<file path="config.mk">
export PLATFORM = sky130hd
export DESIGN_NAME = hbm_host_bus
export DESIGN_NICKNAME = d
export VERILOG_FILES = /design/src/hbm_pkg.sv /design/src/hbm_ctl_if.sv /design/src/hbm_pin_map.sv /design/src/hbm_host_bus.sv
export SDC_FILE = /design/constraint.sdc
export NUM_CORES = 1
export LEC_CHECK = 0
export ABC_CLOCK_PERIOD_IN_PS = 1680
export BUFFER_PORTS_ARGS = -buffer_cell sky130_fd_sc_hd__buf_4
export CAP_MARGIN = 20
export CELL_PAD_IN_SITES_DETAIL_PLACEMENT = 1
export CELL_PAD_IN_SITES_GLOBAL_PLACEMENT = 1
export CORE_ASPECT_RATIO = 1.1
export CORE_MARGIN = 10
export CORE_UTILIZATION = 31
export CTS_BUF_LIST = sky130_fd_sc_hd__clkbuf_16
export CTS_CLUSTER_SIZE = 24
export DETAILED_ROUTE_END_ITERATION = 6
export GPL_TIMING_DRIVEN = 0
export PLACE_DENSITY_LB_ADDON = 0.1
export REMOVE_ABC_BUFFERS = 1
export SETUP_SLACK_MARGIN = 0.4
export SYNTH_ARGS = -nofsm -noshare
export SYNTH_HDL_FRONTEND = slang
export SYNTH_SLANG_ARGS = --single-unit
</file>
<file path="constraint.sdc">
create_clock -name CLK -period 1.68 [get_ports CLK]
set_input_delay 0.168 -clock CLK [delete_from_list [all_inputs] [get_ports CLK]]
set_output_delay 0.168 -clock CLK [all_outputs]
set_load 0.03 [all_outputs]
</file>
<file path="src/hbm_pkg.sv">
// shared constants and types for the eight-bit muxed host bus port
package hbm_pkg;

    // ----------------------------------------------------------------
    // mode selection values
    // ----------------------------------------------------------------
    localparam logic [3:0] HBM_TOP_MODE_HB8 = 4'h2;
    localparam logic [1:0] HBM_HB_MODE_MUX = 2'h0;

    // select arrangement encodings
    localparam logic [1:0] HBM_ARR_ALE = 2'h0;
    localparam logic [1:0] HBM_ARR_CS1 = 2'h1;
    localparam logic [1:0] HBM_ARR_CS2 = 2'h2;
    localparam logic [1:0] HBM_ARR_ALE_CS2 = 2'h3;

    // ----------------------------------------------------------------
    // pin positions on the interface signal vector
    // ----------------------------------------------------------------
    localparam int HBM_SIG_W = 32;
    localparam int HBM_AD_LO = 0;
    localparam int HBM_AD_HI = 7;
    localparam int HBM_UA_LO = 8;
    localparam int HBM_UA_HI = 18;
    localparam int HBM_PIN_CS0B = 26;
    localparam int HBM_PIN_CS1 = 27;
    localparam int HBM_PIN_RD = 28;
    localparam int HBM_PIN_WR = 29;
    localparam int HBM_PIN_ALECS = 30;
    localparam int HBM_ADDR_W = 19;

    // ----------------------------------------------------------------
    // timing, times in ns and derived cycle counts
    // ----------------------------------------------------------------
    localparam int HBM_CLK_NS = 25;
    localparam int HBM_ADDR_NS = 50;
    localparam int HBM_STROBE_NS = 50;
    // least times round up to whole cycles
    localparam int HBM_ADDR_CYC =
        (HBM_ADDR_NS + HBM_CLK_NS - 1) / HBM_CLK_NS;
    localparam int HBM_STROBE_CYC =
        (HBM_STROBE_NS + HBM_CLK_NS - 1) / HBM_CLK_NS;
    localparam logic [1:0] HBM_ADDR_LAST = 2'(HBM_ADDR_CYC - 1);
    localparam logic [1:0] HBM_STROBE_LAST = 2'(HBM_STROBE_CYC - 1);

    // access sequencer states
    typedef enum logic [2:0] {
        HBM_IDLE,
        HBM_ADDR,
        HBM_HOLD,
        HBM_STRB,
        HBM_GAP
    } hbm_state_t;

endpackage

</file>
<file path="src/hbm_ctl_if.sv">
// control bundle from the access sequencer to the pin mapper
`timescale 1ns/1ps
`default_nettype none
interface hbm_ctl_if;
    logic en;
    logic ale;
    logic cs_on;
    logic cs_idx;
    logic rd;
    logic wr;
    logic ad_oe;
    logic [7:0] ad_val;
    logic [18:0] addr;
    logic [1:0] arr;

    modport core (output en, ale, cs_on, cs_idx, rd, wr, ad_oe, ad_val,
                  output addr, arr);
    modport pins (input en, ale, cs_on, cs_idx, rd, wr, ad_oe, ad_val,
                  input addr, arr);
endinterface
`default_nettype wire

</file>
<file path="src/hbm_pin_map.sv">
// maps sequencer control onto the interface signal pins per arrangement
`timescale 1ns/1ps
`default_nettype none
module hbm_pin_map
    import hbm_pkg::*;
(
    hbm_ctl_if.pins ctl,
    output logic [31:0] sig_o,
    output logic [31:0] sig_oe
);

    // active-low select for one peripheral slot
    function automatic logic sel_n(input logic on, input logic idx,
                                   input logic slot);
        sel_n = ~(on & (idx == slot));
    endfunction

    // ----------------------------------------------------------------
    // pin assembly
    // ----------------------------------------------------------------
    // strobes and selects idle high; lines 19-25 belong to wider modes
    always_comb begin
        sig_o = '0;
        sig_oe = '0;
        if (ctl.en) begin
            sig_o[HBM_AD_HI:HBM_AD_LO] = ctl.ad_val;
            sig_oe[HBM_AD_HI:HBM_AD_LO] = {8{ctl.ad_oe}};
            sig_o[HBM_UA_HI:HBM_UA_LO] = ctl.addr[18:8];
            sig_oe[HBM_UA_HI:HBM_UA_LO] = {11{1'b1}};
            sig_o[HBM_PIN_RD] = ~ctl.rd;
            sig_o[HBM_PIN_WR] = ~ctl.wr;
            sig_oe[HBM_PIN_RD] = 1'b1;
            sig_oe[HBM_PIN_WR] = 1'b1;
            sig_oe[HBM_PIN_ALECS] = 1'b1;
            case (ctl.arr)
                HBM_ARR_ALE: begin
                    sig_o[HBM_PIN_ALECS] = ctl.ale;
                end
                HBM_ARR_CS1: begin
                    sig_o[HBM_PIN_ALECS] = ~ctl.cs_on;
                end
                HBM_ARR_CS2: begin
                    sig_o[HBM_PIN_ALECS] = sel_n(ctl.cs_on, ctl.cs_idx, 1'b0);
                    sig_o[HBM_PIN_CS1] = sel_n(ctl.cs_on, ctl.cs_idx, 1'b1);
                    sig_oe[HBM_PIN_CS1] = 1'b1;
                end
                default: begin
                    sig_o[HBM_PIN_ALECS] = ctl.ale;
                    sig_o[HBM_PIN_CS0B] = sel_n(ctl.cs_on, ctl.cs_idx, 1'b0);
                    sig_o[HBM_PIN_CS1] = sel_n(ctl.cs_on, ctl.cs_idx, 1'b1);
                    sig_oe[HBM_PIN_CS0B] = 1'b1;
                    sig_oe[HBM_PIN_CS1] = 1'b1;
                end
            endcase
        end
    end

endmodule
`default_nettype wire

</file>
<file path="src/hbm_host_bus.sv">
// eight-bit muxed host bus access sequencer, top level
`timescale 1ns/1ps
`default_nettype none
module hbm_host_bus
    import hbm_pkg::*;
(
    input wire logic CLK,
    input wire logic RSTN,
    input wire logic [3:0] TOP_MODE,
    input wire logic [1:0] HB_MODE,
    input wire logic [1:0] SEL_ARR,
    input wire logic REQ_VALID,
    output logic REQ_READY,
    input wire logic REQ_WRITE,
    input wire logic [18:0] REQ_ADDR,
    input wire logic REQ_SEL,
    input wire logic [7:0] REQ_WDATA,
    output logic RSP_VALID,
    output logic [7:0] RSP_RDATA,
    output logic BUS_ACTIVE,
    input wire logic [7:0] IFACE_SIG_I,
    output logic [31:0] IFACE_SIG_O,
    output logic [31:0] IFACE_SIG_OE
);

    typedef struct packed {
        hbm_state_t st;
        logic [1:0] cnt;
        logic [18:0] addr;
        logic [7:0] wdata;
        logic write;
        logic sel;
        logic [1:0] arr;
        logic [7:0] rdata;
        logic rvalid;
    } hbm_core_t;

    hbm_core_t cur_ff;
    hbm_core_t nxt_cur;
    logic enabled;
    logic ale_arr;

    hbm_ctl_if ctl ();

    // ----------------------------------------------------------------
    // mode qualification
    // ----------------------------------------------------------------
    // only the muxed eight-bit mode is served here
    assign enabled = (TOP_MODE == HBM_TOP_MODE_HB8)
                     && (HB_MODE == HBM_HB_MODE_MUX);
    assign ale_arr = (cur_ff.arr == HBM_ARR_ALE)
                     || (cur_ff.arr == HBM_ARR_ALE_CS2);
    assign REQ_READY = enabled && (cur_ff.st == HBM_IDLE);

    // ----------------------------------------------------------------
    // access sequencer
    // ----------------------------------------------------------------
    // arrangement is frozen per access so a mid-access write is harmless
    always_comb begin
        nxt_cur = cur_ff;
        nxt_cur.rvalid = 1'b0;
        case (cur_ff.st)
            HBM_IDLE: begin
                if (REQ_VALID && REQ_READY) begin
                    nxt_cur.st = HBM_ADDR;
                    nxt_cur.cnt = HBM_ADDR_LAST;
                    nxt_cur.addr = REQ_ADDR;
                    nxt_cur.wdata = REQ_WDATA;
                    nxt_cur.write = REQ_WRITE;
                    // one-select arrangement has only slot 0
                    nxt_cur.sel = (SEL_ARR == HBM_ARR_CS1) ? 1'b0 : REQ_SEL;
                    nxt_cur.arr = SEL_ARR;
                end
            end
            HBM_ADDR: begin
                if (cur_ff.cnt == 2'h0) begin
                    nxt_cur.st = HBM_HOLD;
                end else begin
                    nxt_cur.cnt = cur_ff.cnt - 2'h1;
                end
            end
            HBM_HOLD: begin
                // address stays on the lines one cycle after latch enable
                nxt_cur.st = HBM_STRB;
                nxt_cur.cnt = HBM_STROBE_LAST;
            end
            HBM_STRB: begin
                if (cur_ff.cnt == 2'h0) begin
                    nxt_cur.st = HBM_GAP;
                    nxt_cur.rvalid = 1'b1;
                    if (!cur_ff.write) begin
                        nxt_cur.rdata = IFACE_SIG_I;
                    end
                end else begin
                    nxt_cur.cnt = cur_ff.cnt - 2'h1;
                end
            end
            default: begin
                nxt_cur.st = HBM_IDLE;
            end
        endcase
    end

    always_ff @(posedge CLK or negedge RSTN) begin
        if (!RSTN) begin
            cur_ff <= '{st: HBM_IDLE, default: '0};
        end else begin
            cur_ff <= nxt_cur;
        end
    end

    // ----------------------------------------------------------------
    // control bundle and outputs
    // ----------------------------------------------------------------
    assign ctl.en = enabled;
    assign ctl.ale = ale_arr && (cur_ff.st == HBM_ADDR);
    assign ctl.cs_on = (cur_ff.st == HBM_ADDR) || (cur_ff.st == HBM_HOLD)
                       || (cur_ff.st == HBM_STRB);
    assign ctl.cs_idx = cur_ff.sel;
    assign ctl.rd = (cur_ff.st == HBM_STRB) && !cur_ff.write;
    assign ctl.wr = (cur_ff.st == HBM_STRB) && cur_ff.write;
    // shared lines released while reading so the peripheral can drive
    assign ctl.ad_oe = (cur_ff.st == HBM_ADDR) || (cur_ff.st == HBM_HOLD)
                       || ((cur_ff.st == HBM_STRB) && cur_ff.write);
    assign ctl.ad_val = (cur_ff.st == HBM_STRB) ? cur_ff.wdata
                                                : cur_ff.addr[7:0];
    assign ctl.addr = cur_ff.addr;
    assign ctl.arr = cur_ff.arr;
    assign RSP_VALID = cur_ff.rvalid;
    assign RSP_RDATA = cur_ff.rdata;
    assign BUS_ACTIVE = ctl.cs_on;

    hbm_pin_map u_pin_map (
        .ctl(ctl.pins),
        .sig_o(IFACE_SIG_O),
        .sig_oe(IFACE_SIG_OE)
    );
endmodule
`default_nettype wire

</file>
# --- Word-level counts from Yosys, hierarchy flattened ---
# Cells that the tools add are included.
totals:
  ff_bits: 45
  input_bits: 48
  output_inout_bits: 75
  word_cells: 73
op_classes:
  n_addsub: 1
  eq_ne: 12
  mux: 19
  bitwise_logic: 9
  n_reduce_logical: 23
op_table:
  columns: ["operator", "count"]
  rows:
  - ["2-to-1 mux 19 bit", 2]
  - ["2-to-1 mux 36 bit", 1]
  - ["one-hot mux 3 bit (4 select lines)", 1]
  - ["2-to-1 mux 5 bit", 2]
  - ["AND reduction 3 bit", 3]
  - ["2-to-1 mux 8 bit", 1]
  - ["2-to-1 mux 1 bit", 7]
  - ["NOT 1 bit", 7]
  - ["equality test 3 x 2 -> 1 bit, second input constant", 2]
  - ["logical AND 1 bit", 6]
  - ["logical NOT 2 bit", 3]
  - ["2-to-1 mux 3 bit", 2]
  - ["inequality test 2 bit, second input constant", 3]
  - ["one-hot mux 2 bit (3 select lines)", 1]
  - ["equality test 2 x 1 -> 1 bit, second input constant", 2]
  - ["equality test 2 bit, second input constant", 2]
  - ["equality test 4 x 2 -> 1 bit, second input constant", 1]
  - ["logical OR 1 bit", 4]
  - ["OR reduction 2 bit", 2]
  - ["equality test 3 x 1 -> 1 bit, second input constant", 1]
  - ["logical NOT 3 bit", 1]
  - ["nonzero test 3 bit", 1]
  - ["OR reduction 3 bit", 1]
  - ["AND 1 bit", 2]
  - ["6 further kinds", 6]

# --- Logic depth before layout (Yosys ltp) ---
# Gate-level depths: netlist of run 1.
logic_depth:
  depth_word: 7
  mapped_depth: 6
  ltp_nobuf: 6

# --- Hierarchy ---
# From an unflattened synthesis of run 1, not the netlist that was laid out.
unflattened:
  hier_cells: 221
  area_unflattened_um2: 2726.4
by_module_without_submodules:
  columns: ["mod", "n_inst", "cells_per_inst", "area_per_inst_um2", "seq_area_each_um2"]
  rows:
  - ["hbm_host_bus", 1, 144, 2177.1, 1126.1]
  - ["hbm_pin_map", 1, 77, 549.3, 0.0]

# --- Least setup slack after synthesis of run 1 ---
# OpenSTA, ideal clock, no wires.
synth_timing:
  kind: "input to output"
  start: "input port TOP_MODE[0]"
  end: "output port IFACE_SIG_O[27]"
  arrival_time_ps: 2282
  t_required_ps: 1512
  path_slack_ps: -770
  cell_stages: 4
  n_path_buf: 0
  path_cell_list: "nor4b_4 > nand2_1 > nor3_1 > a21boi_0"
synth_via:
  elab_chain_len: 3
synth_lines:
  columns: ["item", "line", "text"]
  rows:
  - ["start: declaration", "hbm_host_bus.sv:9", "input wire logic [3:0] TOP_MODE,"]
  - ["equality test 4 x 2 -> 1 bit", "hbm_host_bus.sv:49", "assign enabled = (TOP_MODE == HBM_TOP_MODE_HB8)"]
  - ["logical AND 1 bit", "hbm_host_bus.sv:50", "&& (HB_MODE == HBM_HB_MODE_MUX);"]
  - ["2-to-1 mux 5 bit", "hbm_pin_map.sv:25", "if (ctl.en) begin"]
  - ["end: declaration", "hbm_host_bus.sv:22", "output logic [31:0] IFACE_SIG_O,"]
# Every way passes these cells.

# --- Final worst setup path of run 1 ---
layout_timing:
  start: "register cur_ff[43] in the netlist's numbering"
  end: "register cur_ff[15] in the netlist's numbering"
layout_via:
  elab_chain_len: 4
layout_lines:
  columns: ["item", "line", "text"]
  rows:
  - ["start: declaration", "hbm_host_bus.sv:38", "hbm_core_t cur_ff;"]
  - ["start signal: assignment", "hbm_host_bus.sv:108", "cur_ff <= nxt_cur;"]
  - ["logical NOT 3 bit (*)", "hbm_host_bus.sv:53, hbm_host_bus.sv:62", null]
  - ["logical AND 1 bit", "hbm_host_bus.sv:53", "assign REQ_READY = enabled && (cur_ff.st == HBM_IDLE);"]
  - ["logical AND 1 bit", "hbm_host_bus.sv:64", "if (REQ_VALID && REQ_READY) begin"]
  - ["AND reduction 2 bit (no line) (*)", null, null]
# Mark *: on every way between the ends. The rest lies on a longest branch, timed or not.
# A chain may end at the register's enable or synchronous reset.

==> results of run 1 <==
[path summary, 6_finish.rpt]
| kind | to | slack (ps) | cells after the start |
|---|---|---|---|
| max | cur_ff[15]$_DFFE_PN0P_ | -70 | 6 |
| min | ctl.addr[15]$_DFFE_PN0P_ | 110 | 2 |
| max reg2reg | cur_ff[15]$_DFFE_PN0P_ | -70 | 6 |
| min reg2reg | cur_ff[41]$_DFFE_PN0P_ | 480 | 1 |
| max in group asynchronous | cur_ff[43]$_DFFE_PN0P_ | 780 | 2 |
| min in group asynchronous | ctl.cs_idx$_DFFE_PN0P_ | 440 | 2 |
[cell families (layout without fill, tap and decap cells)]
logic type,Yosys count,in the layout,synth area share (%)
mux,37,37,19.8
other cells,1,16,0.145
fa+ha+maj,5,5,2.43
simple gates,55,56,11.6
flops,45,45,43.7
compound gates,24,24,5.34
xor+xnor,1,1,0.340
buf+inv,63,166,16.7
[through the flow]
step	utilization (%)	std cells	area [sq um]	hold slack, ps
finish	54.1	458	4330	110
global route	54.1	458	4330	103
CTS	52.5	453	4200	103
detailed placement	39.6	406	3170	228
global placement	39.6	406	3170	232
floorplan	-	192	2240	-128
[routing by layer]
| layer | part of all wire (%) | GRT usage, % | vias up |
|---|---|---|---|
| met1 | 38 | 14.4 | 1023 |
| li1 | - | - | 955 |
| met2 | 53 | 23.8 | 67 |
| met5 | 0 | 0 | - |
| met4 | 0.79 | 2.62 | 0 |
| met3 | 8.4 | 5.77 | 6 |
[placed cells by master (no fill, tap or decap), types with 4 or more instances in the layout]
cell type and n:
buf_8 10, buf_6 55, clkbuf_16 5, conb_1 16, buf_12 5, mux2_4 33
buf_4 77, a21oi_1 6, o21ai_0 4, mux2_2 4, nand2_2 7, nor2_4 5
and3_4 13, a21oi_2 5, dfrtp_2 4, dfrtp_1 41, inv_1 6, nand2_1 14
[cell type report]
type                       count  area, sq um
clock buffer                   5          125
clock inverter                 3         15.0
fill                         858         3670
inverter                       9         40.0
multi-input combinational    139         1420
sequential                    45         1130
tap                          108          135
timing repair buffer         148         1460
timing repair inverter         1         7.51
[Yosys cell counts (2+ instances only)]
cell type and count:
nor3_1 3, buf_6 3, o21ai_0 6, and2_1 2
mux2_4 25, mux2_2 12, clkbuf_1 4, a21oi_1 11
buf_2 2, nor2_1 8, dfrtp_1 45, a21boi_0 2
nand2_1 23, ha_1 5, and3_1 13, inv_1 9
a311oi_1 2, buf_4 45
[sequential cells by signal, indices dropped and copies added (netlist names)]
register and cells:
RSP_RDATA 8, RSP_VALID 1, ctl.addr 19, ctl.arr 2
ctl.cs_idx 1, cur_ff 14
[power groups by stage]
stage / combinational, mW / sequential, mW / clock, mW
2_1_floorplan: 0.788 / 1.75 / 0
3_3_place_gp: 1.49 / 1.58 / 0
3_5_place_dp: 1.52 / 1.59 / 0
4_1_cts: 2.30 / 1.58 / 0.984
5_1_grt: 2.66 / 1.65 / 1.03
6_report: 2.48 / 1.60 / 0.953
[repair_timing]
action | in CTS | in global routing
setup buffers | 36 | 5
endpoints found under the hold margin | 45 | 0
cloned | 2 | 0
pin swaps | 32 | 10
resized for setup | 140 | 18
setup endpoints to repair | 94 | 92
hold buffers | 1 | 0
==> impl_metrics.yaml, run 1 <==
yosys:
  ys_seq_area_share_pct: 43.7
  ys_top_cells_by_area: "dfrtp_1 44%, mux2_4 15%, buf_4 13%, mux2_2 5.2%, nand2_1 3.3%"
  synth_largest_area_cell: "dfrtp_1"
  synth_ff_type: "dfrtp_1"
  synth-async-reset-ratio_pct: 100
  netlist.area_leader.share_pct: 43.7
  yosysWarnings: 0
  synth_edf_count: 0
  ys_seq_elements: 45
  synthCells: 231
  synth_area_per_cell_sq_um: 11.2
  syn_area_sq_um: 2580
  ys_types: 29
critical_path:
  crit_required_ps: 1850
  worstPathArrival_ps: 1910
  r2r_start: "cur_ff[43]$_DFFE_PN0P_"
  path_common_cell: "buf_4"
  cp_top_family: "buffers and inverters"
  crit_path_end_kind: "flop"
  path_class: "flop to flop"
  crit_start: "cur_ff[43]$_DFFE_PN0P_"
  worst-path-max-fanout: 17
  crit_path_start_kind: "flop"
  crit_chain: "buf_4, nor3_4, buf_4, nand4_4, buf_12, mux2_4"
  slowest_delay_ps: 460
  path_buf_inv: 3
  critical-path-slowest-cell: "dfrtp_2"
pwr:
  p_sw_share_pct: 37.1
  ir_drop_v: 0.000888
  pwr-share-clk_pct: 18.9
  p_sw_mw: 1.87
  p_comb_share_pct: 49.3
  finalPower_mw: 5.04
  p_int_mw: 3.17
  seqPwrFrac_pct: 31.8
  power_density_nw_per_um2: 1160
  p_leak_nw: 2.14
clock_tree:
  cts_buffer_depth: 2
  cts_tree: "done"
  path_clk_slew_ps: 70
  root_buffer: "clkbuf_16"
  cts_max_level: 2
  cts_buffers: 5
  cts.sinks: 45
  clock_latency_ps: 280
final_layout:
  n_antenna_cell: 0
  nets: 402
  drive_gt1_share_pct: 70.9
  synthToLayoutAreaGrowth_pct: 67.8
drt:
  routedWlPerCell_microns: 19.0
  dr.pass1.iters: 3
  vias: 2051
  drc: 0
  postRouteAntennaNets: 0
  drt-initial-drc-count: 51
  routed_wl_microns: 8720
  routed_via_density: 4.48
floorplan:
  fp.dieW_microns: 107
  rows: 34
  die_area_sq_um: 12400
  fp.dieH_microns: 116
  ios: 123
  core-area_sq_um: 8000
  start_util_pct: 32.2
global_route:
  grt_usage_pct: 13.3
  grt_pass1_wl_microns: 13200
  antenna_found_initial: 0
  grt_pass1_vias: 2355
  grt-ovfl-total: 0
  grt_max_degree: 46
placed_design:
  place_ws_ps: -1330
  portBuffers: 106
  routabilityCongestion: 0.685
  hpwl_microns: 5320
sta:
  rsz0062_at_grt: "true"
  tns_ps: -1690
  skew_ps: 5.56
  period_share_pct: 104
  setup_ws_ps: -67.8
  maxSlewViolCount: 0
  fmaxAchievable_ghz: 0.572
  hold_viol: 0
  relSlewSlack_pct: 58.8
  finalSetupViolCount: 47
  worst_slew_pin_slew_ps: 618
  layout_min_cycle_time_ps: 1750
run_status:
  outcome: "finished, violations left"
  violations: "setup timing"
run:
  cap_viol_max_count: 0
min_path:
  hp-start: "REQ_ADDR[15]"
  hold_path.class: "input pin to flop"
No activity file was read; power rests on OpenSTA's default activity.
==> run 2: changes to the inputs <==
- CORE_UTILIZATION: 31 -> 30
==> run 2 against run 1 <==
The run still ends with setup timing left. Sequential share of layout area down 0.24 points. Die area is 2.7% higher. Clock skew shrank 2.5 ps. Fmax rose by 2.9%. Critical path depth is 1 lower. Combinational power decreased by 3%. Cell area rose by 0.93%. Critical path type is now flop to output pin. Highest routed layer unchanged.
==> impl_metrics.yaml, run 2 (same netlist as run 1, synthesis figures left out) <==
run_status:
  outcome: "finished, violations left"
  violations: "setup timing"
final_layout:
  multi_input_area_sq_um: 1420
  fin_util_pct: 52.2
  largest_register_ffs: 19
  final_cell_area_sq_um: 4370
  seq_area_sq_um: 1130
  n_antenna_cell: 0
  final_cell_mix: "71 x buf_4, 60 x buf_6, 41 x dfrtp_1, 37 x mux2_4, 18 x nand2_1"
  drive_gt1_share_pct: 70.0
  fillCellCount: 884
  final_common_cell: "buf_4"
  synthToLayoutAreaGrowth_pct: 69.4
  nets: 402
  final_cells: 461
global_route:
  antenna_found_initial: 0
  grt_pass1_vias: 2348
  grt_usage_pct: 13.4
  grt_max_degree: 46
  grt-ovfl-total: 0
  grt_pass1_wl_microns: 13400
placed_design:
  place_ws_ps: -1320
  hpwl_microns: 5440
  routabilityCongestion: 0.697
  portBuffers: 106
  place_area_sq_um: 3170
  dp_cells: 409
sta:
  rsz0062_at_grt: "true"
  maxSlewViolCount: 0
  hold_viol: 0
  relSlewSlack_pct: 58.2
  whs_ps: 114
  layout_min_cycle_time_ps: 1700
  fmaxAchievable_ghz: 0.589
  setup_ws_ps: -17.8
  tns_ps: -66.7
  finalSetupViolCount: 6
  period_share_pct: 101
  skew_ps: 3.06
  worst_slew_pin_slew_ps: 626
clock_tree:
  cts_buffers: 5
  clock_latency_ps: 280
  cts_tree: "done"
  cts_buffer_depth: 2
  path_clk_slew_ps: 60
  root_buffer: "clkbuf_16"
  cts_max_level: 2
  cts.sinks: 45
pwr:
  ir_drop_v: 0.000748
  finalPower_mw: 4.93
  p_leak_nw: 2.18
  power_density_nw_per_um2: 1130
critical_path:
  crit_path_start_kind: "flop"
  path_class: "flop to output pin"
  crit_required_ps: 1510
  worst-path-max-fanout: 7
  crit_path_end_kind: "output pin"
  worstPathArrival_ps: 1530
min_path:
  hold_path.class: "input pin to flop"
floorplan:
  core-area_sq_um: 8360
  fp.dieW_microns: 108
  start_util_pct: 30.8
  ios: 123
  rows: 35
  fp.dieH_microns: 117
  die_area_sq_um: 12700
run:
  cap_viol_max_count: 0
drt:
  routed_wl_microns: 8690
  drt-initial-drc-count: 48
  drc: 0
  routedWlPerCell_microns: 18.8
  vias: 2048
  postRouteAntennaNets: 0
  routed_via_density: 4.44
  dr.pass1.iters: 4
-- run 2: changes by cell type in the layout (fill, tap and decap cells not counted), moves of 2 or more --
cell     change
a21oi_1      -2
a21oi_2      +2
buf_4        -6
buf_6        +5
inv_1        +2
mux2_2       -4
mux2_4       +4
nand2_1      +4
nand2_2      -4
nor2_2       +2
nor2_4       -3
-- run 2: layout make-up --
type | count | share of cell area (%)
timing repair buffer | 148 | 34.3
multi-input combinational | 139 | 32.5
sequential | 45 | 25.9
tap | 111 | 3.18
clock buffer | 5 | 2.86
inverter | 9 | 0.859
clock inverter | 3 | 0.258
timing repair inverter | 1 | 0.172
-- run 2: what timing repair did --
action                     CTS  global route
setup endpoints to repair   94            93
hold endpoints to repair    45             0
setup buffers               34             6
gates resized for setup    139            23
hold buffers                 1             0
pin swaps                   14            16
cloned                       2             1
-- run 2: final timing paths --
check	cells after the start	slack (ps)	end	startpoint
setup reg to reg	6	-10	cur_ff[16]$_DFFE_PN0P_	cur_ff[42]$_DFFE_PN0P_
max in group asynchronous	2	760	cur_ff[43]$_DFFE_PN0P_	RSTN
setup / recovery	5	-20	REQ_READY	cur_ff[42]$_DFFE_PN0P_
hold / removal	2	110	ctl.addr[16]$_DFFE_PN0P_	REQ_ADDR[16]
min in group asynchronous	2	450	ctl.cs_idx$_DFFE_PN0P_	RSTN
hold reg to reg	1	480	cur_ff[41]$_DFFE_PN0P_	cur_ff[41]$_DFFE_PN0P_
-- run 2: critical path, cell delays in order, from the launching register on --
cell	delay (ps)
dfrtp_2	450
buf_6	140
nor3_4	220
buf_4	140
and3_4	160
buf_6	130
-- run 2: layer usage --
layer  wire length [microns]  share of wire, %  global-route usage (%)  vias up
met2                    4720                54                    24.4       61
met1                    3290                38                    14.8     1029
met3                     597               6.9                    4.33        8
li1                        -                 -                       -      950
met5                       0                 0                       0        -
met4                      83              0.96                    2.73        0
-- run 2: report_power, final --
group	total (mW)	internal [mW]	switching, mW
registers	1.58	1.37	0.206
logic	2.41	1.23	1.18
clock network	0.941	0.536	0.405
total	4.93	3.14	1.79
==> run 3: changes to the inputs <==
- CTS_CLUSTER_SIZE: 24 -> not set
- SETUP_SLACK_MARGIN: 0.4 -> not set
==> run 3 against run 2 <==
Highest routed layer unchanged. Wire length down 7.9%. Combinational power shrank 18%. Worst setup slack better by 5.8 ps. Utilization shrank 7.0 points. Clock skew grew 0.77 ps. Sequential cell count did not move. Non-clock buffer count shrank 14. Count of clock-buffer cells in the layout unchanged. Via count down 4.7%. The flow still finishes with violations (setup timing). Critical path depth unchanged.
==> impl_metrics.yaml, run 3 (same netlist as run 1, synthesis figures left out) <==
sta:
  layout_min_cycle_time_ps: 1690
  rsz0062_at_grt: "true"
  skew_ps: 3.83
  worst_slew_pin_slew_ps: 635
  tns_ps: -38.5
  setup_ws_ps: -12.0
  hold_viol: 0
  maxSlewViolCount: 0
  finalSetupViolCount: 6
  relSlewSlack_pct: 57.6
  fmaxAchievable_ghz: 0.591
  period_share_pct: 101
clock_tree:
  cts_buffers: 5
  root_buffer: "clkbuf_16"
  cts_buffer_depth: 2
  cts_tree: "done"
  path_clk_slew_ps: 60
  cts_max_level: 2
  cts.sinks: 45
  clock_latency_ps: 280
pwr:
  p_leak_nw: 2.01
  finalPower_mw: 4.49
  ir_drop_v: 0.000702
  power_density_nw_per_um2: 1190
drt:
  dr.pass1.iters: 4
  postRouteAntennaNets: 0
  routed_wl_microns: 8000
  drc: 0
  routedWlPerCell_microns: 17.9
  routed_via_density: 4.38
  vias: 1952
  drt-initial-drc-count: 57
final_layout:
  final_common_cell: "buf_4"
  final_cell_mix: "115 x buf_4, 42 x dfrtp_1, 25 x mux2_4, 21 x nand2_1, 16 x conb_1"
  drive_gt1_share_pct: 59.1
  nets: 387
  largest_register_ffs: 19
  n_antenna_cell: 0
  synthToLayoutAreaGrowth_pct: 46.7
placed_design:
  portBuffers: 106
  hpwl_microns: 5440
  routabilityCongestion: 0.697
critical_path:
  crit_path_start_kind: "flop"
  worstPathArrival_ps: 1520
  rr_worst_depth: 6
  r2r_start: "cur_ff[44]$_DFFE_PN0P_"
  worst-path-max-fanout: 7
  path_class: "flop to output pin"
  r2r-end: "ctl.addr[1]$_DFFE_PN0P_"
  rrSetupSlack_ps: -10
  crit_path_end_kind: "output pin"
  crit_required_ps: 1510
global_route:
  grt_max_degree: 46
  grt_usage_pct: 12.0
  grt_pass1_vias: 2137
  antenna_found_initial: 0
  grt_pass1_wl_microns: 12000
  grt-ovfl-total: 0
min_path:
  holdPathStages: 2
  hp-start: "REQ_ADDR[5]"
  min_to: "ctl.addr[5]$_DFFE_PN0P_"
  hold_path.class: "input pin to flop"
floorplan:
  fp.dieW_microns: 108
  start_util_pct: 30.8
  rows: 35
  core-area_sq_um: 8360
  fp.dieH_microns: 117
  die_area_sq_um: 12700
  ios: 123
run:
  cap_viol_max_count: 0
run_status:
  outcome: "finished, violations left"
  violations: "setup timing"
run 3: cell types whose count changed in the layout (fill, tap and decap cells not counted), moves of 3 or more:
cell | previous run | this run
inv_2 | 3 | 0
ha_4 | 4 | 1
buf_4 | 71 | 115
and3_1 | 0 | 13
and3_4 | 13 | 0
buf_8 | 9 | 3
nand2_1 | 18 | 21
buf_6 | 60 | 10
ha_1 | 1 | 4
mux2_4 | 37 | 25
mux2_2 | 0 | 12
inv_1 | 8 | 11
run 3: metrics by stage:
step	std cells	utilization [%]	hold WS (ps)	worst slack, ps	instance area, sq um
detailed placement	409	37.9	234	-1320	3170
finish	446	45.2	113	-12.0	3780
CTS	440	43.7	104	-80.0	3660
global placement	409	37.9	239	-1280	3170
floorplan	192	-	-128	-4430	2240
global route	446	45.2	106	-93.7	3780
run 3: layout make-up:
class,instances,area (sq um)
Clock buffer,5,125
Clock inverter,3,11.3
Fill cell,928,4580
Inverter,9,37.5
Multi-Input combinational cell,139,1200
Sequential cell,45,1130
Tap cell,111,139
Timing Repair Buffer,134,1140
run 3: how the worst max path moves through the flow:
stage	endpoint	depth (start not counted)	from
after global placement	IFACE_SIG_OE[2]	5	HB_MODE[1]
after CTS	REQ_READY	4	cur_ff[42]$_DFFE_PN0P_
after detailed placement	IFACE_SIG_OE[4]	5	HB_MODE[1]
after global routing	IFACE_SIG_OE[3]	4	cur_ff[44]$_DFFE_PN0P_
after floorplan	IFACE_SIG_OE[0]	3	TOP_MODE[0]
final	IFACE_SIG_O[30]	5	cur_ff[43]$_DFFE_PN0P_
run 3: what timing repair did:
| item | CTS | global route |
|---|---|---|
| gates cloned | 1 | 1 |
| resized for setup | 31 | 14 |
| hold endpoints to repair | 45 | 0 |
| endpoints found under the setup margin | 80 | 57 |
| buffers inserted | 21 | 5 |
| pin swaps | 8 | 5 |
| hold buffers | 1 | 0 |
run 3: power breakdown:
| group | leakage [nW] | total, mW | internal (mW) | switching, mW |
|---|---|---|---|---|
| registers | 0.591 | 1.57 | 1.37 | 0.202 |
| clock network | 0.0776 | 0.940 | 0.536 | 0.404 |
| logic | 1.34 | 1.97 | 0.963 | 1.01 |
| total | 2.01 | 4.49 | 2.87 | 1.62 |
run 3: worst max-delay path, stage by stage, from the launching register on:
cell,delay (ps)
dfrtp_2,460
nor2_1,100
or2_4,170
o21ai_2,60
a311oi_2,250
buf_4,200
run 3: metal layers:
metal	vias up	share of wire, %	GRT usage, %
li1	921	-	-
met1	971	38	13.4
met2	56	54	21.5
met3	4	7.6	4.44
met4	0	0.54	2.37
met5	-	0	0
